===== src/rtl/gpc_pkg.sv =====
// shared constants for the gripper process data command interpreter
package gpc_pkg;
  // command codes, one-hot except the all-zero idle code
  localparam logic [15:0] CMD_IDLE = 16'h0000;
  localparam logic [15:0] CMD_TAKE_OVER = 16'h0001;
  localparam logic [15:0] CMD_STORE_RECIPE = 16'h0002;
  localparam logic [15:0] CMD_CLEAR_DIR = 16'h0004;
  localparam logic [15:0] CMD_TEACH = 16'h0008;
  localparam logic [15:0] CMD_CALIBRATE = 16'h0080;
  localparam logic [15:0] CMD_GO_OUTER = 16'h0100;
  localparam logic [15:0] CMD_GO_INNER = 16'h0200;
  localparam logic [15:0] CMD_FAULT_ACK = 16'h8000;
  // state word bit positions
  localparam int SW_BOOT = 6;
  localparam int SW_AT_OUTER = 8;
  localparam int SW_AT_TEACH = 9;
  localparam int SW_AT_INNER = 10;
  localparam int SW_UNDEF = 11;
  localparam int SW_TAKEOVER_ACK = 12;
  localparam int SW_DIR_OUTER = 13;
  localparam int SW_DIR_INNER = 14;
  localparam int SW_FAULT = 15;
  // travel profile codes
  localparam logic [7:0] PROF_60 = 8'h3c;
  localparam logic [7:0] PROF_63 = 8'h3f;
  localparam logic [7:0] PROF_70 = 8'h46;
  localparam logic [7:0] PROF_73 = 8'h49;
  localparam logic [7:0] PROF_100 = 8'h64;
  localparam logic [7:0] PROF_103 = 8'h67;
  // recipe store
  localparam logic [7:0] RECIPE_MAX = 8'h20;
  localparam int RECIPE_DEPTH = 33;
  // reset values of active parameters
  localparam logic [7:0] PROFILE_RESET = 8'h64;
  localparam logic [7:0] FORCE_RESET = 8'h01;
  // timing
  localparam int CLK_HZ = 50000000;
  localparam int CYCLE_US = 5000;
  localparam int CYCLE_CLKS = CLK_HZ / 1000000 * CYCLE_US;
  localparam int HOLD_MS = 500;
  localparam int HOLD_CYCLES = HOLD_MS * 1000 / CYCLE_US;
  localparam logic [15:0] FAULT_NONE = 16'h0000;
  localparam logic [15:0] FAULT_PART_LOST = 16'h0001;
endpackage


===== src/rtl/gpc_cycle_tick.sv =====
// divider producing the 5 ms process data cycle enable
`timescale 1ns/1ps
module gpc_cycle_tick #(
  parameter int CYCLE_CLKS = gpc_pkg::CYCLE_CLKS
) (
  input wire logic clk_sys, // system clock
  input wire logic resetn, // synchronous reset, active low
  output logic tick // one-cycle pulse per exchange cycle
);
  logic [31:0] cnt_reg;
  logic [31:0] cnt_next;
  logic wrap;
  assign wrap = (cnt_reg == 32'(CYCLE_CLKS - 1));
  assign cnt_next = wrap ? 32'h0 : cnt_reg + 32'h1;
  assign tick = wrap;
  always_ff @(posedge clk_sys) begin
    if (!resetn) begin
      cnt_reg <= 32'h0;
    end else begin
      cnt_reg <= cnt_next;
    end
  end
endmodule // gpc_cycle_tick


===== src/rtl/gpc_sync3.sv =====
// three-stage synchroniser, change accepted when stages two and three agree
`timescale 1ns/1ps
module gpc_sync3 #(
  parameter int W = 1
) (
  input wire logic clk_sys, // system clock
  input wire logic resetn, // synchronous reset, active low
  input wire logic [W-1:0] d_async, // asynchronous input
  output logic [W-1:0] q // filtered level
);
  logic [W-1:0] s1_reg;
  logic [W-1:0] s2_reg;
  logic [W-1:0] s3_reg;
  logic [W-1:0] q_reg;
  assign q = q_reg;
  always_ff @(posedge clk_sys) begin
    if (!resetn) begin
      s1_reg <= '0;
      s2_reg <= '0;
      s3_reg <= '0;
      q_reg <= '0;
    end else begin
      s1_reg <= d_async;
      s2_reg <= s1_reg;
      s3_reg <= s2_reg;
      if (s2_reg == s3_reg) begin
        q_reg <= s3_reg;
      end
    end
  end
endmodule // gpc_sync3


===== src/rtl/gpc_top.sv =====
`timescale 1ns/1ps
module gpc_top #(
  parameter int CYCLE_CLKS = gpc_pkg::CYCLE_CLKS, // clocks per exchange cycle
  parameter bit REDUCED = 1'b0 // reduced variant: profiles 60, 70, 100 only
) (
  input wire logic clk_sys, // 50 MHz system clock
  input wire logic resetn, // synchronous reset, active low
  input wire logic [15:0] command_word, // cyclic command word from master
  input wire logic [7:0] travel_profile_code, // requested travel profile
  input wire logic [7:0] recipe_index, // recipe selection, 0 = cyclic data
  input wire logic [15:0] expected_part_position, // expected workpiece position
  input wire logic [7:0] force_level, // grip force level
  input wire logic [7:0] position_window, // tolerance around expected position
  input wire logic [15:0] jaw_pos_in, // measured jaw position
  input wire logic at_outer_in, // jaw sits at outer end position
  input wire logic at_inner_in, // jaw sits at inner end position
  input wire logic part_lost_in, // workpiece slipped while held
  input wire logic [15:0] fault_in, // fault code raised by drive, 0 none
  input wire logic fault_resettable_in, // raised fault may be acknowledged
  output logic [15:0] state_word, // returned state word
  output logic [15:0] fault_code, // returned fault code
  output logic [15:0] jaw_position_now, // returned jaw position
  output logic move_outer, // drive toward outer end position
  output logic move_inner, // drive toward inner end position
  output logic grip_force_move, // current move uses selected force and speed
  output logic hold_feed, // holding current feed active
  output logic calibrate, // recalibration request pulse
  output logic [7:0] active_force, // active force level
  output logic [7:0] active_window, // active position window
  output logic [15:0] active_position // active expected position
);
  typedef enum logic [1:0] {
    GPC_IDLE = 2'b00,
    GPC_MOVE = 2'b01,
    GPC_HOLD = 2'b11
  } gpc_mot_e;

  logic tick;
  logic [15:0] jaw_s;
  logic [2:0] end_s;
  logic at_outer_s, at_inner_s, lost_s;

  gpc_cycle_tick #(.CYCLE_CLKS(CYCLE_CLKS)) u_tick (
    .clk_sys(clk_sys),
    .resetn(resetn),
    .tick(tick)
  );
  gpc_sync3 #(.W(16)) u_sync_pos (
    .clk_sys(clk_sys),
    .resetn(resetn),
    .d_async(jaw_pos_in),
    .q(jaw_s)
  );
  gpc_sync3 #(.W(3)) u_sync_end (
    .clk_sys(clk_sys),
    .resetn(resetn),
    .d_async({part_lost_in, at_inner_in, at_outer_in}),
    .q(end_s)
  );
  assign at_outer_s = end_s[0];
  assign at_inner_s = end_s[1];
  assign lost_s = end_s[2];

  // recipe store: profile, force, window, position
  localparam int RECIPE_DEPTH = gpc_pkg::RECIPE_DEPTH;
  logic [7:0] rec_prof [RECIPE_DEPTH];
  logic [7:0] rec_force [RECIPE_DEPTH];
  logic [7:0] rec_win [RECIPE_DEPTH];
  logic [15:0] rec_pos [RECIPE_DEPTH];

  function automatic logic cmd_valid(input logic [15:0] c);
    cmd_valid = (c == gpc_pkg::CMD_IDLE) || (c == gpc_pkg::CMD_TAKE_OVER) ||
      (c == gpc_pkg::CMD_STORE_RECIPE) || (c == gpc_pkg::CMD_CLEAR_DIR) ||
      (c == gpc_pkg::CMD_TEACH) || (c == gpc_pkg::CMD_CALIBRATE) ||
      (c == gpc_pkg::CMD_GO_OUTER) || (c == gpc_pkg::CMD_GO_INNER) ||
      (c == gpc_pkg::CMD_FAULT_ACK);
  endfunction

  function automatic logic prof_valid(input logic [7:0] p, input logic red);
    prof_valid = (p == gpc_pkg::PROF_60) || (p == gpc_pkg::PROF_70) ||
      (p == gpc_pkg::PROF_100) || (!red && ((p == gpc_pkg::PROF_63) ||
      (p == gpc_pkg::PROF_73) || (p == gpc_pkg::PROF_103)));
  endfunction

  logic [15:0] cmd_reg, cmd_prev_reg;
  wire cmd_ok = cmd_valid(cmd_reg);
  wire cmd_new = tick && cmd_ok && (cmd_reg != cmd_prev_reg);
  wire do_take = cmd_new && (cmd_reg == gpc_pkg::CMD_TAKE_OVER);
  wire do_store = cmd_new && (cmd_reg == gpc_pkg::CMD_STORE_RECIPE);
  wire do_clear = cmd_new && (cmd_reg == gpc_pkg::CMD_CLEAR_DIR);
  wire do_teach = cmd_new && (cmd_reg == gpc_pkg::CMD_TEACH);
  wire do_cal = cmd_new && (cmd_reg == gpc_pkg::CMD_CALIBRATE);
  wire do_outer = cmd_new && (cmd_reg == gpc_pkg::CMD_GO_OUTER);
  wire do_inner = cmd_new && (cmd_reg == gpc_pkg::CMD_GO_INNER);
  wire do_ack = cmd_new && (cmd_reg == gpc_pkg::CMD_FAULT_ACK);
  wire do_stop = tick && (cmd_reg == gpc_pkg::CMD_IDLE);

  wire idx_ok = (recipe_index <= gpc_pkg::RECIPE_MAX);
  wire [5:0] idx = recipe_index[5:0];
  wire use_rec = (recipe_index != 8'h00) && idx_ok;
  wire [7:0] new_prof = use_rec ? rec_prof[idx] : travel_profile_code;
  wire take_prof_ok = prof_valid(new_prof, REDUCED);

  logic takeover_ack_reg;
  logic [7:0] prof_reg, force_reg, win_reg;
  logic [15:0] pos_reg;
  logic dir_outer_reg, dir_inner_reg;
  logic [15:0] fault_reg;
  logic fault_res_reg;
  logic cal_reg;
  logic boot_reg;
  gpc_mot_e mot_reg;
  logic mot_to_inner_reg;
  logic [7:0] hold_cnt_reg;
  logic lost_msg_reg;

  wire hold_prof = (prof_reg == gpc_pkg::PROF_103) ||
    (prof_reg == gpc_pkg::PROF_63 && mot_to_inner_reg) ||
    (prof_reg == gpc_pkg::PROF_73 && !mot_to_inner_reg);
  wire arrived = mot_to_inner_reg ? at_inner_s : at_outer_s;
  // one event per loss, so an acknowledged message is not raised again
  wire lost_evt = (mot_reg == GPC_HOLD) && lost_s;
  wire start_outer = do_outer && !dir_outer_reg && mot_reg == GPC_IDLE;
  wire start_inner = do_inner && !dir_inner_reg && mot_reg == GPC_IDLE;

  always_ff @(posedge clk_sys) begin
    if (!resetn) begin
      cmd_reg <= 16'h0;
      cmd_prev_reg <= 16'h0;
    end else if (tick) begin
      cmd_reg <= command_word;
      cmd_prev_reg <= cmd_reg;
    end
  end

  always_ff @(posedge clk_sys) begin
    if (do_store && idx_ok) begin
      rec_prof[idx] <= travel_profile_code;
      rec_force[idx] <= force_level;
      rec_win[idx] <= position_window;
      rec_pos[idx] <= expected_part_position;
    end else if (do_teach && use_rec) begin
      rec_pos[idx] <= jaw_s;
    end
  end

  always_ff @(posedge clk_sys) begin
    if (!resetn) begin
      takeover_ack_reg <= 1'b0;
      prof_reg <= gpc_pkg::PROFILE_RESET;
      force_reg <= gpc_pkg::FORCE_RESET;
      win_reg <= 8'h00;
      pos_reg <= 16'h0;
      boot_reg <= 1'b0;
    end else begin
      boot_reg <= 1'b1;
      if (do_take) begin
        takeover_ack_reg <= 1'b1;
        if (take_prof_ok) begin
          prof_reg <= new_prof;
        end
        force_reg <= use_rec ? rec_force[idx] : force_level;
        win_reg <= use_rec ? rec_win[idx] : position_window;
        pos_reg <= use_rec ? rec_pos[idx] : expected_part_position;
      end else if (do_stop) begin
        takeover_ack_reg <= 1'b0;
      end
    end
  end

  always_ff @(posedge clk_sys) begin
    if (!resetn) begin
      mot_reg <= GPC_IDLE;
      mot_to_inner_reg <= 1'b0;
      hold_cnt_reg <= 8'h0;
      dir_outer_reg <= 1'b0;
      dir_inner_reg <= 1'b0;
      cal_reg <= 1'b0;
      lost_msg_reg <= 1'b0;
    end else begin
      cal_reg <= do_cal;
      if (do_clear) begin
        dir_outer_reg <= 1'b0;
        dir_inner_reg <= 1'b0;
      end
      case (mot_reg)
        GPC_IDLE: begin
          if (start_outer || start_inner) begin
            mot_reg <= GPC_MOVE;
            mot_to_inner_reg <= start_inner;
            dir_outer_reg <= start_outer;
            dir_inner_reg <= start_inner;
            lost_msg_reg <= 1'b0;
          end
        end
        GPC_MOVE: begin
          if (arrived) begin
            mot_reg <= (hold_prof && !lost_msg_reg) ? GPC_HOLD : GPC_IDLE;
            hold_cnt_reg <= 8'(gpc_pkg::HOLD_CYCLES);
          end
        end
        GPC_HOLD: begin
          if (lost_s) begin
            lost_msg_reg <= 1'b1;
            mot_reg <= GPC_MOVE;
          end else if (tick) begin
            if (hold_cnt_reg == 8'h1) begin
              mot_reg <= GPC_IDLE;
            end
            hold_cnt_reg <= hold_cnt_reg - 8'h1;
          end
        end
        default: mot_reg <= GPC_IDLE;
      endcase
    end
  end

  always_ff @(posedge clk_sys) begin
    if (!resetn) begin
      fault_reg <= gpc_pkg::FAULT_NONE;
      fault_res_reg <= 1'b0;
    end else if (fault_in != gpc_pkg::FAULT_NONE) begin
      // new fault wins over acknowledge
      fault_reg <= fault_in;
      fault_res_reg <= fault_resettable_in;
    end else if (lost_evt && (fault_reg == gpc_pkg::FAULT_NONE || (do_ack && fault_res_reg))) begin
      // part lost message wins over a same-cycle acknowledge
      fault_reg <= gpc_pkg::FAULT_PART_LOST;
      fault_res_reg <= 1'b1;
    end else if (do_ack && fault_res_reg) begin
      fault_reg <= gpc_pkg::FAULT_NONE;
    end
  end

  wire in_grip = (prof_reg == gpc_pkg::PROF_60) || (prof_reg == gpc_pkg::PROF_63);
  wire out_grip = (prof_reg == gpc_pkg::PROF_70) || (prof_reg == gpc_pkg::PROF_73);
  wire moving = (mot_reg != GPC_IDLE);
  assign move_outer = moving && !mot_to_inner_reg;
  assign move_inner = moving && mot_to_inner_reg;
  assign grip_force_move = moving &&
    (mot_to_inner_reg ? !out_grip : !in_grip);
  assign hold_feed = (mot_reg == GPC_HOLD);
  assign calibrate = cal_reg;
  assign active_force = force_reg;
  assign active_window = win_reg;
  assign active_position = pos_reg;

  wire [16:0] win_hi = {1'b0, pos_reg} + {9'h0, win_reg};
  wire at_teach = ({1'b0, jaw_s} <= win_hi) &&
    (jaw_s >= ((pos_reg > {8'h0, win_reg}) ? pos_reg - {8'h0, win_reg} : 16'h0));

  logic [15:0] sw_reg, fc_reg, jp_reg;
  logic [15:0] sw_next;
  always_comb begin
    sw_next = 16'h0;
    sw_next[gpc_pkg::SW_BOOT] = boot_reg;
    sw_next[gpc_pkg::SW_AT_OUTER] = at_outer_s;
    sw_next[gpc_pkg::SW_AT_INNER] = at_inner_s;
    sw_next[gpc_pkg::SW_AT_TEACH] = at_teach;
    sw_next[gpc_pkg::SW_UNDEF] = !(at_outer_s || at_inner_s || at_teach);
    sw_next[gpc_pkg::SW_TAKEOVER_ACK] = takeover_ack_reg;
    sw_next[gpc_pkg::SW_DIR_OUTER] = dir_outer_reg;
    sw_next[gpc_pkg::SW_DIR_INNER] = dir_inner_reg;
    sw_next[gpc_pkg::SW_FAULT] = (fault_reg != gpc_pkg::FAULT_NONE);
  end

  always_ff @(posedge clk_sys) begin
    if (!resetn) begin
      sw_reg <= 16'h0;
      fc_reg <= 16'h0;
      jp_reg <= 16'h0;
    end else begin
      sw_reg <= sw_next;
      fc_reg <= fault_reg;
      jp_reg <= jaw_s;
    end
  end
  assign state_word = sw_reg;
  assign fault_code = fc_reg;
  assign jaw_position_now = jp_reg;
endmodule // gpc_top


===== config.mk =====
export PLATFORM = sky130hd
export DESIGN_NAME = gpc_top
export DESIGN_NICKNAME = d
export VERILOG_FILES = /design/src/rtl/gpc_pkg.sv /design/src/rtl/gpc_cycle_tick.sv /design/src/rtl/gpc_sync3.sv /design/src/rtl/gpc_top.sv
export SDC_FILE = /design/constraint.sdc
export NUM_CORES = 2
export LEC_CHECK = 0
export ABC_AREA = 1
export ABC_CLOCK_PERIOD_IN_PS = 4500
export BUFFER_PORTS_ARGS = -buffer_cell sky130_fd_sc_hd__buf_2
export CAP_MARGIN = 40
export CORE_ASPECT_RATIO = 1.5
export CORE_MARGIN = 3
export CORE_UTILIZATION = 35
export DETAILED_ROUTE_END_ITERATION = 12
export SYNTH_ARGS = -nofsm -noshare
export SYNTH_HDL_FRONTEND = slang
export SYNTH_SLANG_ARGS = --single-unit

===== constraint.sdc =====
create_clock -name clk_sys -period 4.5 [get_ports clk_sys]
set_clock_uncertainty 0.15 [all_clocks]
set_input_delay 0.45 -clock clk_sys [delete_from_list [all_inputs] [get_ports clk_sys]]
set_output_delay 0.45 -clock clk_sys [all_outputs]
set_load 0.01 [all_outputs]

==> impl.org <==
** STA
- For this run, the top clock speed supported by timing is 249 MHz.
- For the pin with the worst max-slew slack, the measured transition is about 830 ps.
- Headroom to the max-slew limit came out at 0.443.
- Subtracting the final worst setup slack from the clock period gives 4020 ps.
- The final count of hold timing violations was 0.
- Dividing the final minimum period by the clock period gives 0.893.
- Max-slew violations :: 0
- In the final timing run, aggregate negative setup slack is 0 ps.
- Final setup violating endpoints :: 0
- RSZ-0062 raised after global routing :: false

** GRT
- The total overflow left after global routing is 0.
- The initial antenna violation count is 9.
- Entering global routing, the biggest net connects 139 pins.
- The first global-routing pass estimated ~280000 µm of wire.
- Number of global-route vias before repair :: approximately 41000
- GRT Overall Usage :: 0.205

** Detailed routing
- Number of search-and-repair iterations in the first detailed-routing pass :: 9
- In this run the remaining antenna-violating nets after routing total 0.
- Wires add up to 190000 µm.
- Violation count after the first detailed-routing iteration :: 3879
- For this run, design rule violations remaining after detail routing come to 0.
- Via count :: 42100
- Vias per cell :: 5.31
- In the final routed layout, each cell accounts on average for 23.9 µm.

** Floorplan
- In this run the standard cell core region covers 175000 µm².
- In this run the horizontal extent of the chip is 349 µm.
- I/O pins :: 187
- Initial standard-cell utilization of the core :: 0.353
- The floorplan has around 190 rows.
- The die covers 182000 µm².
- In this run the vertical extent of the chip is 521 µm.

** Synth
- Sorting the synthesized cells by area gives the leading types as sky130_fd_sc_hd__edfxtp_1 (64%), sky130_fd_sc_hd__nand2_1 (8.5%), sky130_fd_sc_hd__dfxtp_1 (8.2%).
- Counting flops and latches in the post-synthesis netlist gives 1575.
- Netlist area before placement :: 61900 µm²
- Count of mapped cells out of synthesis :: 5154
- Post-synth EDFFs :: 1320
- Of all flip-flops after synthesis, the portion carrying an async set or reset was 0.
- Each instance of the synthesized netlist takes up on average 12.0 µm².
- Ys flop type :: sky130_fd_sc_hd__edfxtp_1
- Of the post-synthesis cell area, the dominant cell type holds 0.640.
- The largest total area in the synthesized netlist belongs to sky130_fd_sc_hd__edfxtp_1.
- Sequential fraction of the synthesis area :: 0.723
- Number of warning messages in the yosys log :: 0
- Yosys mapped the design onto 56 distinct sky130hd cell types.

** Setup path
- Kind of start point of the critical path :: flop
- Crit path DAT :: between 4000 and 5000 ps
- The most critical setup path has its startpoint at active_window[2]$_SDFFE_PN0P_.
- On the worst path, the slowest cell contributes a delay of 440 ps.
- The setup check on the worst reg-to-reg path leaves a slack of 480 ps.
- Slowest stage cell, crit path :: sky130_fd_sc_hd__o21ai_0
- R2r startpoint :: active_window[2]$_SDFFE_PN0P_
- For the worst flop-to-flop path, the logic depth is 29.
- Required time worst endpoint :: 5000 ps
- Critical Path End :: state_word[9]$_SDFF_PN0_
- Combined buffer and inverter count along the critical path :: 3
- Among cell families on the critical path, the largest total delay comes from simple AND/OR/NAND/NOR gates.
- Critical path's most frequent cell :: sky130_fd_sc_hd__nand2_1
- Critical path capture point type :: flop
- Total stage count of the critical path :: 29
- Maximum fanout along the worst path :: 5
- The endpoint identified for the worst register-to-register timing path is state_word[9]$_SDFF_PN0_.
- Worst setup path category :: reg2reg

** Power and ir drop
- Dividing total power by cell area gives a power density of 405 nW/µm².
- Maximum vdd drop :: 0.272 mV
- Leakage power :: around 27 nW

** Cells and area
- The library cell used most frequently in the layout, excluding fill and tap cells, is sky130_fd_sc_hd__nand2_1.
- The register with the most flip-flops in the layout has 528 of them.
- The area growth from synthesis to layout is 17.2%.
- After the last flow step, the layout net total stands at 5702.
- Fillers :: 16200
- The library cells used most frequently in the layout, excluding fill and tap cells, are sky130_fd_sc_hd__nand2_1 (1395), sky130_fd_sc_hd__edfxtp_1 (1320), sky130_fd_sc_hd__inv_1 (366).
- The register with the most flip-flops in the final layout is rec_pos.
- End-of-flow core utilization :: 0.413
- Design area :: 72500 µm²
- Fraction of final layout cells sized beyond drive strength 1 :: 0.130

** Clocking
- TritonCTS built the clock tree.
- After clock tree synthesis, the setup repair step added 0 buffers.
- In this run the number of H-tree levels came out at 4.
- Number of CTS-inserted buffers :: 143
- Clk slew on worst S/H paths :: ~70 ps
- In this run the deepest clock path goes through 3 buffers.
- The tree is rooted in a sky130_fd_sc_hd__clkbuf_16.
- The clock net in this run drives a total of between 1500 and 2000 sinks.
- Clock Latency Late Sink :: 780 ps

** Place
- Once detailed placement completed, the half-perimeter wirelength came to 123000 µm.
- Port-buffer cells :: 179
- At the end of routability-driven placement, the weighted congestion stood at between 0.9 and 1.
- Post-placement cell area :: 67400 µm²

** Outcome
- Status :: complete, no violations

** Hold path
- Path type of the worst min-delay path :: in2reg

** Run
- Number of maximum-capacitance violations :: 0
-- cell type report --
type | instances | area, µm² | area share
clock inverters | 73 | 652 | 0.00899
multi-input cells | 2962 | 15100 | 0.209
repair buffers | 487 | 3870 | 0.0534
diodes | 3 | 7.51 | 0.000104
clock buffers | 182 | 3850 | 0.0531
well taps | 2280 | 2850 | 0.0393
inverters | 378 | 1430 | 0.0196
flip-flops and latches | 1575 | 44700 | 0.617
-- how the worst min path moves through the flow --
stage / slack (ps) / to / from / depth (start not counted)
after detailed placement: 250 / u_sync_pos.s2_reg[12]$_SDFF_PN0_ / u_sync_pos.s1_reg[12]$_SDFF_PN0_ / 2
after floorplan: 240 / state_word[6]$_SDFF_PN0_ / boot_reg$_DFF_P_ / 2
after CTS: 3 / active_position[8]$_SDFFE_PN0P_ / expected_part_position[8] / 3
after global routing: 50 / rec_win[26][3]$_DFFE_PP_ / position_window[3] / 1
after global placement: 250 / u_sync_pos.s2_reg[6]$_SDFF_PN0_ / u_sync_pos.s1_reg[6]$_SDFF_PN0_ / 2
final: 70 / rec_win[27][3]$_DFFE_PP_ / position_window[3] / 1
-- stage by stage --
| step | std cells | power [W] | setup WS [ps] | hold slack, ps |
|---|---|---|---|---|
| 2_1_floorplan | 5160 | 0.0169 | 498 | 240 |
| 3_3_place_gp | 7612 | 0.0177 | 226 | 249 |
| 3_5_place_dp | 7618 | 0.0177 | 464 | 249 |
| 4_1_cts | 7937 | 0.0296 | 428 | 2.96 |
| 5_1_grt | 7938 | 0.0302 | 44.3 | 49.4 |
| 6_report | 7940 | 0.0294 | 480 | 68.4 |
-- kinds of logic (layout without fill, tap and decap cells) --
logic type	Yosys count	count (layout)	share of synthesized area
simple gates	2124	2124	0.144
flops	1575	1575	0.723
fa+ha+maj	53	53	0.0110
buf+inv	623	1120	0.0399
compound gates	746	746	0.0783
other cells	1	10	0.0000606
xor+xnor	32	32	0.00453
-- per-layer routing --
| metal | part of all wire | up-vias | track usage |
|---|---|---|---|
| li1 | - | 19100 | - |
| met1 | 0.38 | 21100 | 0.240 |
| met2 | 0.50 | 1563 | 0.357 |
| met3 | 0.059 | 431 | 0.0311 |
| met4 | 0.061 | 6 | 0.117 |
| met5 | 0.00021 | - | 0 |
-- worst register-to-register path: cells and delay by family, from the launching register on --
family                     cells  cell delay [ps]
AOI/OAI and AO/OA              6             1200
DFF                            1              350
adders and majority gates      2              630
and+or+nand+nor               18             1330
buffers and inverters          3              240
-- Yosys cell counts (13+ instances only) --
library cell                instances
sky130_fd_sc_hd__ha_1              51
sky130_fd_sc_hd__a221oi_1         113
sky130_fd_sc_hd__nor2_1           247
sky130_fd_sc_hd__inv_1            366
sky130_fd_sc_hd__a22o_1            23
sky130_fd_sc_hd__dfxtp_1          255
sky130_fd_sc_hd__buf_1             42
sky130_fd_sc_hd__a21oi_1          153
sky130_fd_sc_hd__buf_4             13
sky130_fd_sc_hd__nor4_1            26
sky130_fd_sc_hd__buf_2             58
sky130_fd_sc_hd__xor2_1            19
sky130_fd_sc_hd__o21ai_1           29
sky130_fd_sc_hd__nand4_1          139
sky130_fd_sc_hd__nand2_1         1398
sky130_fd_sc_hd__nand3_1          159
sky130_fd_sc_hd__xnor2_1           13
sky130_fd_sc_hd__o21ai_0          185
sky130_fd_sc_hd__edfxtp_1        1320
sky130_fd_sc_hd__clkbuf_1         131
sky130_fd_sc_hd__nor3_1           105
sky130_fd_sc_hd__o2bb2ai_1         14
sky130_fd_sc_hd__a22oi_1          131
sky130_fd_sc_hd__o211ai_1          25
sky130_fd_sc_hd__o22ai_1           32
-- repair_timing --
item,4_1_cts,5_1_grt
hold buffers,64,0
setup endpoints to repair,0,2
hold endpoints to repair,87,0
gates resized for setup,0,2
-- report_power, final --
group          internal (W)  leakage, nW  total, W  switching, W
sequential           0.0158         13.9    0.0159     0.0000507
combinational      0.000470         10.4   0.00158       0.00111
clock               0.00655         2.19    0.0119       0.00537
total                0.0229         26.6    0.0294       0.00653
Note: power is estimated with default switching activity, not from simulation.
